**config.mk**
```make
export PLATFORM = sky130hd
export DESIGN_NAME = cgs_gain_regs
export DESIGN_NICKNAME = d
export VERILOG_FILES = /design/src/cgs_gain_regs.v /design/src/cgs_pga_decode.v /design/src/cgs_stb_decode.v
export VERILOG_INCLUDE_DIRS = /design/src
export SDC_FILE = /design/constraint.sdc
export NUM_CORES = 1
export LEC_CHECK = 0
export ABC_AREA = 1
export BUFFER_PORTS_ARGS = -buffer_cell sky130_fd_sc_hd__buf_2
export CORE_ASPECT_RATIO = 0.7
export CORE_MARGIN = 3
export CORE_UTILIZATION = 50
export CTS_CLUSTER_DIAMETER = 50
export DETAILED_ROUTE_END_ITERATION = 12
export PLACE_DENSITY = 0.83
export SETUP_SLACK_MARGIN = 0.02
export SLEW_MARGIN = 25
export SYNTH_ARGS = -nofsm -noshare
export SYNTH_HDL_FRONTEND = slang
export SYNTH_SLANG_ARGS = --single-unit
```
**constraint.sdc**
```tcl
create_clock -name sys_clk -period 4.75 [get_ports sys_clk]
set_input_delay 0 -clock sys_clk [delete_from_list [all_inputs] [get_ports sys_clk]]
set_output_delay 0 -clock sys_clk [all_outputs]
set_load 0.005 [all_outputs]
```
**src/cgs_defines.vh**
```
// constants for the codec gain subregister block
`ifndef CGS_DEFINES_VH
`define CGS_DEFINES_VH

// register map, register-select port is three bits wide
`define CGS_ADDR_W          3
`define CGS_ADDR_REG5       3'h5

// subregister select field, bits 7..6 of every register 5 byte
`define CGS_SEL_HI          7
`define CGS_SEL_LO          6
`define CGS_SEL_ADC         2'h0
`define CGS_SEL_DAC         2'h1
`define CGS_SEL_STB         2'h2
`define CGS_SEL_VER         2'h3

// gain code field, bits 5..0
`define CGS_GAIN_HI         5
`define CGS_GAIN_LO         0
`define CGS_GAIN_RESET      6'h2a
`define CGS_GAIN_MUTE       6'h3f
`define CGS_GAIN_ZERO_DB    7'h2a

// sidetone field bits 5..3, reserved bit 2, buffer gain bits 1..0
`define CGS_STG_HI          5
`define CGS_STG_LO          3
`define CGS_STG_RESET       3'h7
`define CGS_STG_MUTE        3'h7
`define CGS_STG_STEP_DB     5'h03
`define CGS_RSV_BIT         2
`define CGS_IBG_HI          1
`define CGS_IBG_LO          0
`define CGS_IBG_RESET       2'h0

// input buffer gain values in dB
`define CGS_IBG_DB_00       5'h00
`define CGS_IBG_DB_01       5'h06
`define CGS_IBG_DB_10       5'h0c
`define CGS_IBG_DB_11       5'h18

// read sequence positions
`define CGS_RSEQ_ADC        2'h0
`define CGS_RSEQ_DAC        2'h1
`define CGS_RSEQ_STB        2'h2
`define CGS_RSEQ_VER        2'h3

`endif

```
**src/cgs_gain_regs.v**
```verilog
// register 5 gain subregister bank with sequential readback
//
// Decided for this implementation: the address map and the strobed register port.
`timescale 1ns/1ns
`default_nettype none
`include "cgs_defines.vh"

module cgs_gain_regs
#(
    // arbitrary value for the read-only version subregister
    parameter [5:0] CHIP_VERSION = 6'h01
)
(
    // clock and reset
    input  wire                    sys_clk,
    input  wire                    reset,
    // register port
    input  wire [`CGS_ADDR_W-1:0]  reg_addr,
    input  wire [7:0]              reg_wdata,
    input  wire                    reg_wr,
    input  wire                    reg_rd,
    output reg  [7:0]              reg_rdata,
    // adc gain path
    output reg  [5:0]              adc_gain_code,
    output wire                    adc_gain_mute,
    output wire [6:0]              adc_gain_db,
    // dac gain path
    output reg  [5:0]              dac_gain_code,
    output wire                    dac_gain_mute,
    output wire [6:0]              dac_gain_db,
    // sidetone and input buffer
    output reg  [2:0]              sidetone_gain_code,
    output wire                    sidetone_mute,
    output wire [4:0]              sidetone_atten_db,
    output reg  [1:0]              input_buffer_gain_code,
    output wire [4:0]              input_buffer_gain_db,
    // next subregister a read will return
    output reg  [1:0]              read_seq_pos
);

    wire       reg5_hit;
    wire       reg5_wr;
    wire       reg5_rd;
    wire [1:0] wr_sel;
    reg  [7:0] seq_byte;
    reg  [7:0] rdata_next;
    reg  [1:0] seq_next;

    assign reg5_hit = (reg_addr == `CGS_ADDR_REG5);
    assign reg5_wr  = reg_wr & reg5_hit;
    assign reg5_rd  = reg_rd & reg5_hit;
    assign wr_sel   = reg_wdata[`CGS_SEL_HI:`CGS_SEL_LO];

    // gain subregisters
    always @(posedge sys_clk)
    begin
        if (reset)
        begin
            adc_gain_code          <= `CGS_GAIN_RESET;
            dac_gain_code          <= `CGS_GAIN_RESET;
            sidetone_gain_code     <= `CGS_STG_RESET;
            input_buffer_gain_code <= `CGS_IBG_RESET;
        end
        else if (reg5_wr)
        begin
            case (wr_sel)
                `CGS_SEL_ADC:
                    adc_gain_code <=
                        reg_wdata[`CGS_GAIN_HI:`CGS_GAIN_LO];
                `CGS_SEL_DAC:
                    dac_gain_code <=
                        reg_wdata[`CGS_GAIN_HI:`CGS_GAIN_LO];
                `CGS_SEL_STB:
                begin
                    // bit 2 is dropped here
                    sidetone_gain_code <=
                        reg_wdata[`CGS_STG_HI:`CGS_STG_LO];
                    input_buffer_gain_code <=
                        reg_wdata[`CGS_IBG_HI:`CGS_IBG_LO];
                end
                default:
                    // version subregister is read only
                    adc_gain_code <= adc_gain_code;
            endcase
        end
    end

    // byte for the current read sequence position
    always @*
    begin
        case (read_seq_pos)
            `CGS_RSEQ_ADC: seq_byte = {`CGS_SEL_ADC, adc_gain_code};
            `CGS_RSEQ_DAC: seq_byte = {`CGS_SEL_DAC, dac_gain_code};
            `CGS_RSEQ_STB: seq_byte = {`CGS_SEL_STB, sidetone_gain_code,
                                       1'b0, input_buffer_gain_code};
            `CGS_RSEQ_VER: seq_byte = {`CGS_SEL_VER, CHIP_VERSION};
            default:       seq_byte = 8'h00;
        endcase
    end

    // read data valid only in the cycle after the strobe
    always @*
    begin
        rdata_next = 8'h00;
        if (reg5_rd)
            rdata_next = seq_byte;
    end

    // sequence steps on each register 5 read; a write restarts it
    always @*
    begin
        seq_next = read_seq_pos;
        if (reg5_wr)
            seq_next = `CGS_RSEQ_ADC;
        else if (reg5_rd)
            seq_next = read_seq_pos + 2'h1;
    end

    always @(posedge sys_clk)
    begin
        if (reset)
        begin
            reg_rdata    <= 8'h00;
            read_seq_pos <= `CGS_RSEQ_ADC;
        end
        else
        begin
            reg_rdata    <= rdata_next;
            read_seq_pos <= seq_next;
        end
    end

    // decoders
    cgs_pga_decode u_adc_dec
    (
        .gain_code (adc_gain_code),
        .gain_mute (adc_gain_mute),
        .gain_db   (adc_gain_db)
    );

    // below-zero codes follow the same linear decode
    cgs_pga_decode u_dac_dec
    (
        .gain_code (dac_gain_code),
        .gain_mute (dac_gain_mute),
        .gain_db   (dac_gain_db)
    );

    cgs_stb_decode u_stb_dec
    (
        .sidetone_gain_code     (sidetone_gain_code),
        .input_buffer_gain_code (input_buffer_gain_code),
        .sidetone_mute          (sidetone_mute),
        .sidetone_atten_db      (sidetone_atten_db),
        .input_buffer_gain_db   (input_buffer_gain_db)
    );

endmodule // cgs_gain_regs

`default_nettype wire

```
**src/cgs_pga_decode.v**
```verilog
// gain code to mute flag and signed dB value
`timescale 1ns/1ns
`default_nettype none
`include "cgs_defines.vh"

module cgs_pga_decode
(
    // code in
    input  wire [5:0] gain_code,
    // decoded gain
    output wire       gain_mute,
    output wire [6:0] gain_db
);

    // all ones is mute; otherwise dB = code - 42, two's complement
    assign gain_mute = (gain_code == `CGS_GAIN_MUTE);
    assign gain_db   = gain_mute ? 7'h00
                     : ({1'b0, gain_code} - `CGS_GAIN_ZERO_DB);

endmodule // cgs_pga_decode

`default_nettype wire

```
**src/cgs_stb_decode.v**
```verilog
// sidetone attenuation and input buffer gain decode
`timescale 1ns/1ns
`default_nettype none
`include "cgs_defines.vh"

module cgs_stb_decode
(
    // codes in
    input  wire [2:0] sidetone_gain_code,
    input  wire [1:0] input_buffer_gain_code,
    // decoded values
    output wire       sidetone_mute,
    output wire [4:0] sidetone_atten_db,
    output reg  [4:0] input_buffer_gain_db
);

    assign sidetone_mute = (sidetone_gain_code == `CGS_STG_MUTE);
    // attenuation = 3 dB * (code + 1); code 7 is mute and reads 0
    assign sidetone_atten_db = sidetone_mute ? 5'h00
        : (({2'h0, sidetone_gain_code} + 5'h01) * `CGS_STG_STEP_DB);

    always @*
    begin
        case (input_buffer_gain_code)
            2'h0:    input_buffer_gain_db = `CGS_IBG_DB_00;
            2'h1:    input_buffer_gain_db = `CGS_IBG_DB_01;
            2'h2:    input_buffer_gain_db = `CGS_IBG_DB_10;
            2'h3:    input_buffer_gain_db = `CGS_IBG_DB_11;
            default: input_buffer_gain_db = `CGS_IBG_DB_00;
        endcase
    end

endmodule // cgs_stb_decode

`default_nettype wire

```
==> results_dict.tcl, run 1 <==
set metrics [dict create \
    status "finished, final reports clean" \
    final.setup_skew_ns 0.00811 \
    powerDensity_mw_per_mm2 201 \
    hold_path.class "input pin to flop" \
    crit_fanout 8 \
    cp_slowest_cell "dfxtp_1" \
    synth-edff-count 0 \
    grt_pass1_wl_mm 6.39 \
    synthCells 243 \
    syn_nets 272 \
    synthDistinctLibCells 24 \
    die_w_um 74.3 \
    h-tree-depth 1 \
    maxSlewViolCount 0 \
    max_stage_delay_ns 0.47 \
    min_period_over_period_pct 45.1 \
    ys_seq_area_share_pct 33.1 \
    grt_max_degree 20 \
    via_per_inst 4.78 \
    synthFlopType "dfxtp_1" \
    area_growth_pct 28.0 \
    cts_root_buf "clkbuf_8" \
    gp_congestion 0.869 \
    drtIter0Drc 135 \
    path_common_cell "nand2_1" \
    final_cell_mix "nand2_1 (73), buf_2 (67), nor2_1 (35), inv_1 (33), dfxtp_1 (27)" \
    diodes 0 \
    ant_nets 0 \
    dp_hpwl_mm 3.19 \
    synth_top_area_cell "dfxtp_1" \
    die_area_mm2 0.00400 \
    setup_tns_ns 0 \
    nets 346 \
    yosysWarnings 0 \
    cts_buffers 3 \
    path_class "flop to primary output" \
    maxCapViolCount 0 \
    ff_latch_area_um2 541 \
    antenna_found_initial 0 \
    crit_arrival_ns 2.14 \
    ys_ff_latch 27 \
    syn_area_mm2 0.00163 \
    clkSinkCount 27 \
    multi_input_area_um2 938 \
    holdWs_ns 0.0247 \
    cts_tree "built" \
    worstSetupEndpointType "primary output" \
    num-fill-cells 282 \
    initial_core_util_pct 55.1 \
    path_cells "inv_1 > ha_1 > inv_1 > nand2_1 > and2_1 > ha_1 > inv_1 > nand2_1 > nand2_1 > nand2_1 > nor2_1 > buf_2" \
    path_clk_slew_ns 0.10 \
    fin_crit_ns 2.14 \
    clock_latency_ns 0.28 \
    postSynthAreaPerCell_um2 6.72 \
    drt_wl_total_mm 4.05 \
    mostFrequentLayoutCell "nand2_1" \
    coreArea_mm2 0.00296 \
    dpl-instance-area_mm2 0.00200 \
    drc 0 \
    synth_top_area_share_pct 33.1 \
    crit_required_ns 4.75 \
    start_kind "flop" \
    grt_overflow 0 \
    die_h_um 53.8 \
    clk_path_buf_depth 2 \
    async_flop_share_pct 0 \
    io_buffer_count 67 \
    setup_violations 0 \
    ys_top_cells_by_area "dfxtp_1 (33%), nand2_1 (17%), ha_1 (11%)" \
    leakage_uw 0.00124 \
    drive_above_1_share_pct 26.3 \
    gr-usage-all-layers_pct 20.8 \
    vias 1683 \
    grt_pass1_vias 1437 \
    fmax_ghz 0.467 \
    vdd_drop_max_mv 0.220 \
    std_cell_rows 16 \
    io_pins 69 \
    fin_area_mm2 0.00209 \
    rsz0062_at_grt "no" \
    hold_viol_final 0 \
    routedWlPerCell_um 11.5 \
    drtPass1Iterations 4 \
    ctsResizeCount 0 \
]
==> registers in the layout, summed over array words and instances (netlist names) <==
| register | count |
|---|---|
| dac_gain_code | 6 |
| sidetone_gain_code | 3 |
| adc_gain_code | 6 |
| reg_rdata | 8 |
| read_seq_pos | 2 |
| input_buffer_gain_code | 2 |
==> worst paths after layout <==
path | start | depth (start not counted) | endpoint | slack (ns)
worst min-delay path | reg_wdata[2] | 5 | adc_gain_code[2] | 0.02
worst min register to register | read_seq_pos[1] | 2 | read_seq_pos[1] | 0.55
worst max-delay path | sidetone_gain_code[0] | 12 | sidetone_atten_db[3] | 2.61
worst max register to register | read_seq_pos[0] | 6 | reg_rdata[2] | 3.37
==> per-stage QoR <==
step | power [µW] | setup WS [ns] | util (%) | instances
after floorplan | 266 | 3.15 | - | 243
final | 420 | 2.61 | 70.6 | 352
after global placement | 285 | 3.01 | 67.6 | 344
after detailed placement | 286 | 2.92 | 67.6 | 344
after CTS | 418 | 2.60 | 70.6 | 352
after global routing | 434 | 2.43 | 70.6 | 352
==> synth_stat cells, types with 3 or more instances <==
master and count:
nand4_1 5, nor2_8 3, a21oi_1 12, inv_2 5
nor2_1 35, ha_1 14, nand2_1 73, nand3_1 11
dfxtp_1 27, inv_1 33, xor2_1 3, o21ai_0 10
==> timing repair <==
action,in CTS,in global routing
hold buffers,4,0
hold endpoints to repair,9,0
setup buffers,0,0
==> logic make-up (layout without fill, tap and decap cells) <==
kind of cell	Yosys count	in the layout	synth area share (%)
buffers and inverters	40	113	9.43
other	1	1	0.230
AOI/OAI and AO/OA	23	23	7.20
and+or+nand+nor	134	134	37.2
xor gates and xnor gates	4	4	2.15
DFF	27	27	33.1
adders and majority gates	14	14	10.7
==> per-layer routing <==
| metal | GRT usage, % | share of wire (%) | up-vias |
|---|---|---|---|
| met5 | 0 | 0 | - |
| met4 | 2.66 | 0.44 | 0 |
| met3 | 4.48 | 5.4 | 5 |
| met2 | 34.4 | 44 | 45 |
| met1 | 28.9 | 50 | 744 |
| li1 | - | - | 889 |
==> area by class of cell <==
cell class	count	share of cell area, %
Clock buffer	3	1.97
Inverter	38	6.82
Clock inverter	1	0.359
Timing Repair Buffer	71	18.0
Sequential cell	27	25.9
Multi-Input combinational cell	176	44.9
Tap cell	36	2.15
==> power breakdown <==
part           internal [µW]  total [µW]  leakage (µW)  switching, µW
logic                   21.4        50.5      0.000995           29.1
registers                229         233      0.000218           3.84
clock network           59.8         137     0.0000217           77.2
total                    310         420       0.00124            110
==> worst max-delay path: cells and delay by family (launching register included) <==
kind                       cells  cell delay, ns
DFF                            1            0.47
and+or+nand+nor                6            0.49
adders and majority gates      2            0.50
buffers and inverters          4            0.40
Power figures use the tool's default switching activity.
==> inputs of run 2 (changes only) <==
Settings changed: CORE_UTILIZATION 50 to 43, PLACE_DENSITY 0.83 to 0.76.
Clock period 4.75 ns to 1.85 ns, I/O delays scaled along.
==> results_dict.tcl, run 2 (same netlist as run 1, synthesis figures left out) <==
set metrics [dict create \
    gr-usage-all-layers_pct 19.4 \
    dr_wl_met2_mm 1.95 \
    pre_cts_ws_ns 0.0797 \
    routedWlPerCell_um 11.5 \
    top_register "reg_rdata" \
    fmax_ghz 0.547 \
    setup_ws_ns 0.0217 \
    start_kind "flop" \
    die_h_um 57.6 \
    mostFrequentLayoutCell "nand2_1" \
    h-tree-depth 1 \
    worstSetupEndpointType "primary output" \
    wl_met3_um 351 \
    fin_area_mm2 0.00224 \
    setup_violations 0 \
    multi_input_area_mm2 0.00100 \
    crit_arrival_ns 1.83 \
    die_area_mm2 0.00458 \
    clkSinkCount 27 \
    rrSetupSlack_ns 0.46 \
    p_total_uw 1070 \
    largest_register_ffs 8 \
    wl_met1_mm 1.97 \
    io_pins 69 \
    initial_core_util_pct 45.6 \
    rsz0062_at_grt "yes" \
    cts_root_buf "clkbuf_8" \
    vias 1737 \
    std_cell_rows 18 \
    nets 353 \
    path_clk_slew_ns 0.09 \
    num-fill-cells 324 \
    drive_above_1_share_pct 33.1 \
    leakage_uw 0.00127 \
    hold_viol_final 0 \
    crit_required_ns 1.85 \
    highest_layer "met4" \
    die_w_um 79.7 \
    path_class "flop to primary output" \
    gp_congestion 0.815 \
    powerDensity_mw_per_mm2 478 \
    final.setup_skew_ns 0.00231 \
    drtIter0Drc 182 \
    dp_hpwl_mm 3.19 \
    grt_pass1_wl_mm 7.04 \
    crit_fanout 4 \
    dpl-instance-area_mm2 0.00204 \
    vdd_drop_max_mv 0.387 \
    clock_latency_ns 0.27 \
    grt_overflow 0 \
    maxSlewViolCount 0 \
    cts_buffers 3 \
    antenna_found_initial 0 \
    grt_pass1_vias 1482 \
    fin_crit_ns 1.83 \
    via_per_inst 4.66 \
    cts_tree "built" \
    final_cell_mix "nand2_1 (68), buf_2 (67), nor2_1 (35), inv_1 (28), dfxtp_1 (24)" \
    diodes 0 \
    coreArea_mm2 0.00358 \
    drtPass1Iterations 4 \
    area_growth_pct 37.0 \
    layout_top_registers "reg_rdata: 8 flops, adc_gain_code: 6 flops, dac_gain_code: 6 flops" \
    drt_wl_total_mm 4.29 \
    hold_path.class "input pin to flop" \
    drc 0 \
    clk_path_buf_depth 2 \
    grt_max_degree 20 \
    ff_latch_area_um2 549 \
    io_buffer_count 67 \
    min_period_over_period_pct 98.8 \
    maxCapViolCount 0 \
    ant_nets 0 \
    status "finished, final reports clean" \
]
run 2: final cells by class:
class	count	area share [%]
multi-input cells	176	44.9
clock buffers	4	2.01
flip-flops and latches	27	24.6
well taps	50	2.80
inverters	38	6.49
repair buffers	78	19.3
run 2: stage by stage:
| stage | utilization, % | hold slack [ns] | setup TNS (ns) | instances |
|---|---|---|---|---|
| after CTS | 62.3 | 0.0362 | 0 | 373 |
| after detailed placement | 57.0 | 0.246 | 0 | 361 |
| after global routing | 62.5 | 0.0626 | -0.147 | 373 |
| final | 62.5 | 0.0345 | 0 | 373 |
| after floorplan | - | 0.126 | 0 | 243 |
| after global placement | 57.0 | 0.254 | 0 | 361 |
run 2: metal layers:
| metal | track usage [%] | up-vias |
|---|---|---|
| met1 | 27.8 | 756 |
| met3 | 5.05 | 2 |
| met5 | 0 | - |
| met4 | 1.47 | 0 |
| li1 | - | 910 |
| met2 | 30.6 | 69 |
run 2: where the power goes:
group / leakage [µW] / internal (µW) / total (µW) / switching (µW)
sequential: 0.000218 / 585 / 594 / 9.22
clock: 0.0000228 / 154 / 330 / 176
combinational: 0.00103 / 65.0 / 145 / 80.3
total: 0.00127 / 804 / 1070 / 266
run 2: path summary, 6_finish.rpt:
| path | start | to | depth (start not counted) |
|---|---|---|---|
| max | sidetone_gain_code[0] | sidetone_atten_db[3] | 12 |
| min | reg_wdata[2] | adc_gain_code[2] | 5 |
| max reg2reg | read_seq_pos[0] | reg_rdata[0] | 6 |
| min reg2reg | sidetone_gain_code[1] | sidetone_gain_code[1] | 2 |
run 2: what timing repair did:
action	CTS	global route
pin swaps	6	7
resized for setup	20	4
hold endpoints to repair	8	0
hold buffers	4	0
setup buffers	4	0
gates cloned	0	0
endpoints found under the setup margin	2	3
run 2: worst max-delay path, cell delays in order, from the launching register on:
cell and delay [ns]:
dfxtp_4 0.37, ha_4 0.17, ha_4 0.22, inv_2 0.06, nand2_2 0.05, and2_4 0.16, ha_4 0.15, inv_2 0.05
nand2_2 0.06, nand2_2 0.05, nand2_1 0.04, nor2_1 0.07, buf_2 0.11
==> inputs of run 3 (changes only) <==
Settings changed: ABC_AREA 1 to unset.
==> results_dict.tcl, run 3 <==
set metrics [dict create \
    status "complete, but fails checks" \
    violations "setup timing" \
    synth_most_common_cell "dfxtp_1" \
    clock_latency_ns 0.28 \
    std_cell_rows 18 \
    setup_violations 1 \
    h-tree-depth 1 \
    postSynthAreaPerCell_um2 8.79 \
    max_stage_delay_ns 0.37 \
    ys_top_cells_by_area "dfxtp_1 (33%), ha_1 (11%), mux2i_1 (10%)" \
    die_area_mm2 0.00464 \
    hold_path.class "input pin to flop" \
    pre_cts_ws_ns 0.0430 \
    synthFlopType "dfxtp_1" \
    drt_wl_total_mm 4.38 \
    syn_area_mm2 0.00165 \
    dpl-instance-area_mm2 0.00201 \
    drtPass1Iterations 4 \
    syn_nets 217 \
    gp_congestion 0.774 \
    final_cell_mix "buf_2 (67), nor2_1 (25), dfxtp_1 (25), mux2i_1 (17), inv_1 (15)" \
    die_w_um 80.1 \
    vdd_drop_max_mv 0.334 \
    synth_top_area_cell "dfxtp_1" \
    holdPathStages 3 \
    r2r.worst_path.cells 5 \
    drtIter0Drc 87 \
    clk_path_buf_depth 2 \
    nets 289 \
    powerDensity_mw_per_mm2 473 \
    start_kind "flop" \
    rsz0062_at_grt "yes" \
    fin_crit_ns 1.94 \
    fin_area_mm2 0.00216 \
    placedCellCount 300 \
    max_slew_margin_pct 53.7 \
    maxCapViolCount 0 \
    path_cells "ha_4 > ha_4 > xnor2_2 > ha_2 > nand3b_1 > a21o_1 > a21oi_2 > buf_2" \
    hold_viol_final 0 \
    cts_buffers 3 \
    grt_overflow 0 \
    cts_root_buf "clkbuf_8" \
    drive_above_1_share_pct 36.7 \
    synth-edff-count 0 \
    antenna_found_initial 0 \
    via_per_inst 5.00 \
    mostFrequentLayoutCell "buf_2" \
    yosysWarnings 0 \
    initial_core_util_pct 45.9 \
    grt_max_degree 29 \
    path_clk_slew_ns 0.09 \
    min_period_over_period_pct 105 \
    top_register "reg_rdata" \
    setup_ws_ns -0.0896 \
    crit_family "adder cells" \
    grt_pass1_wl_mm 7.10 \
    path_class "flop to primary output" \
    worst-path-stages 8 \
    final_cells 309 \
    crit_arrival_ns 1.94 \
    crit_buf_inv 1 \
    maxSlewViolCount 0 \
    setup_tns_ns -0.0896 \
    ant_nets 0 \
    io_buffer_count 67 \
    routedWlPerCell_um 14.2 \
    diodes 0 \
    gr-usage-all-layers_pct 19.3 \
    area_growth_pct 30.8 \
    synth_top_area_share_pct 32.7 \
    ys_ff_latch 27 \
    leakage_uw 0.00107 \
    io_pins 69 \
    crit_required_ns 1.85 \
    coreArea_mm2 0.00360 \
    vias 1544 \
    synthDistinctLibCells 34 \
    drc 0 \
    largest_register_ffs 8 \
    die_h_um 57.9 \
    path_common_cell "ha_4" \
    grt_pass1_vias 1467 \
    synthTopCellsByCount "dfxtp_1 (27), nor2_1 (25), mux2i_1 (17), inv_1 (15), ha_1 (14)" \
    worstSetupEndpointType "primary output" \
    ys_seq_area_share_pct 32.7 \
    final.setup_skew_ns 0.00443 \
    clkSinkCount 27 \
    async_flop_share_pct 0 \
    worst_pin_slew_ns 0.691 \
    crit_fanout 4 \
    cts_tree "built" \
    dp_hpwl_mm 3.33 \
    fmax_ghz 0.516 \
    layout_top_registers "reg_rdata: 8 flops, adc_gain_code: 6 flops, dac_gain_code: 6 flops" \
    synthCells 188 \
    cp_slowest_cell "dfxtp_4" \
]
-- run 3: cell types whose count changed in the layout (fill, tap and decap cells not counted), moves of 9 or more --
cell	before	now
inv_1	28	15
nor2_1	35	25
nand2b_1	0	12
inv_2	9	0
nand2_1	68	6
mux2i_1	0	17
-- run 3: metrics by stage --
stage | total power, µW | utilization [%] | hold WS, ns
6_report | 1020 | 60.0 | 0.0243
5_1_grt | 1060 | 60.0 | 0.0349
4_1_cts | 1030 | 59.9 | 0.00953
3_5_place_dp | 696 | 55.9 | 0.286
3_3_place_gp | 693 | 55.9 | 0.287
2_1_floorplan | 661 | - | 0.155
-- run 3: worst reg2reg max path: cells and delay by family (launching register included) --
| kind | cells | cell delay [ns] |
|---|---|---|
| AOI/OAI and AO/OA | 2 | 0.46 |
| adders and majority gates | 1 | 0.30 |
| buffers and inverters | 1 | 0.10 |
| DFF | 1 | 0.40 |
| and+or+nand+nor | 1 | 0.16 |
-- run 3: kinds of logic (layout without fill, tap and decap cells) --
group,after synthesis,count (layout),synth area share (%)
compound gates,24,24,9.16
xor+xnor,6,6,3.18
fa+ha+maj,14,14,10.6
buf+inv,23,94,7.04
flops,27,27,32.7
mux,18,18,11.0
other cells,1,1,0.227
simple gates,75,75,26.1
-- run 3: layer usage --
| metal | wire length [µm] | GRT usage, % | share of wire, % | up-vias |
|---|---|---|---|---|
| li1 | - | - | - | 774 |
| met1 | 2050 | 26.2 | 47 | 706 |
| met2 | 1990 | 31.1 | 45 | 58 |
| met3 | 295 | 4.66 | 6.7 | 6 |
| met4 | 42 | 4.34 | 0.96 | 0 |
| met5 | 0 | 0 | 0 | - |
-- run 3: worst paths after layout --
check                        startpoint                   end  slack, ns
setup / recovery  sidetone_gain_code[0]  sidetone_atten_db[3]      -0.09
setup reg to reg        read_seq_pos[0]          reg_rdata[0]       0.33
hold / removal             reg_wdata[2]      dac_gain_code[2]       0.02
hold reg to reg         read_seq_pos[0]       read_seq_pos[0]       0.53
-- run 3: layout make-up --
type / count / area, µm²
fill: 332 / 1440
multi-input combinational: 138 / 1050
sequential: 27 / 546
timing repair buffer: 75 / 404
tap: 50 / 62.6
inverter: 15 / 56.3
clock buffer: 3 / 41.3
clock inverter: 1 / 5.00
-- run 3: timing repair --
action / 4_1_cts / 5_1_grt
endpoints found under the setup margin: 2 / 2
pin swaps: 5 / 3
gates resized for setup: 11 / 1
setup buffers: 3 / 0
endpoints found under the hold margin: 2 / 0
hold buffers: 2 / 0
-- run 3: where the power goes --
group          internal (µW)  total [µW]  switching, µW
Clock                    151         333            182
Combinational           49.3        99.8           50.5
Sequential               584         590           5.97
Total                    784        1020            238
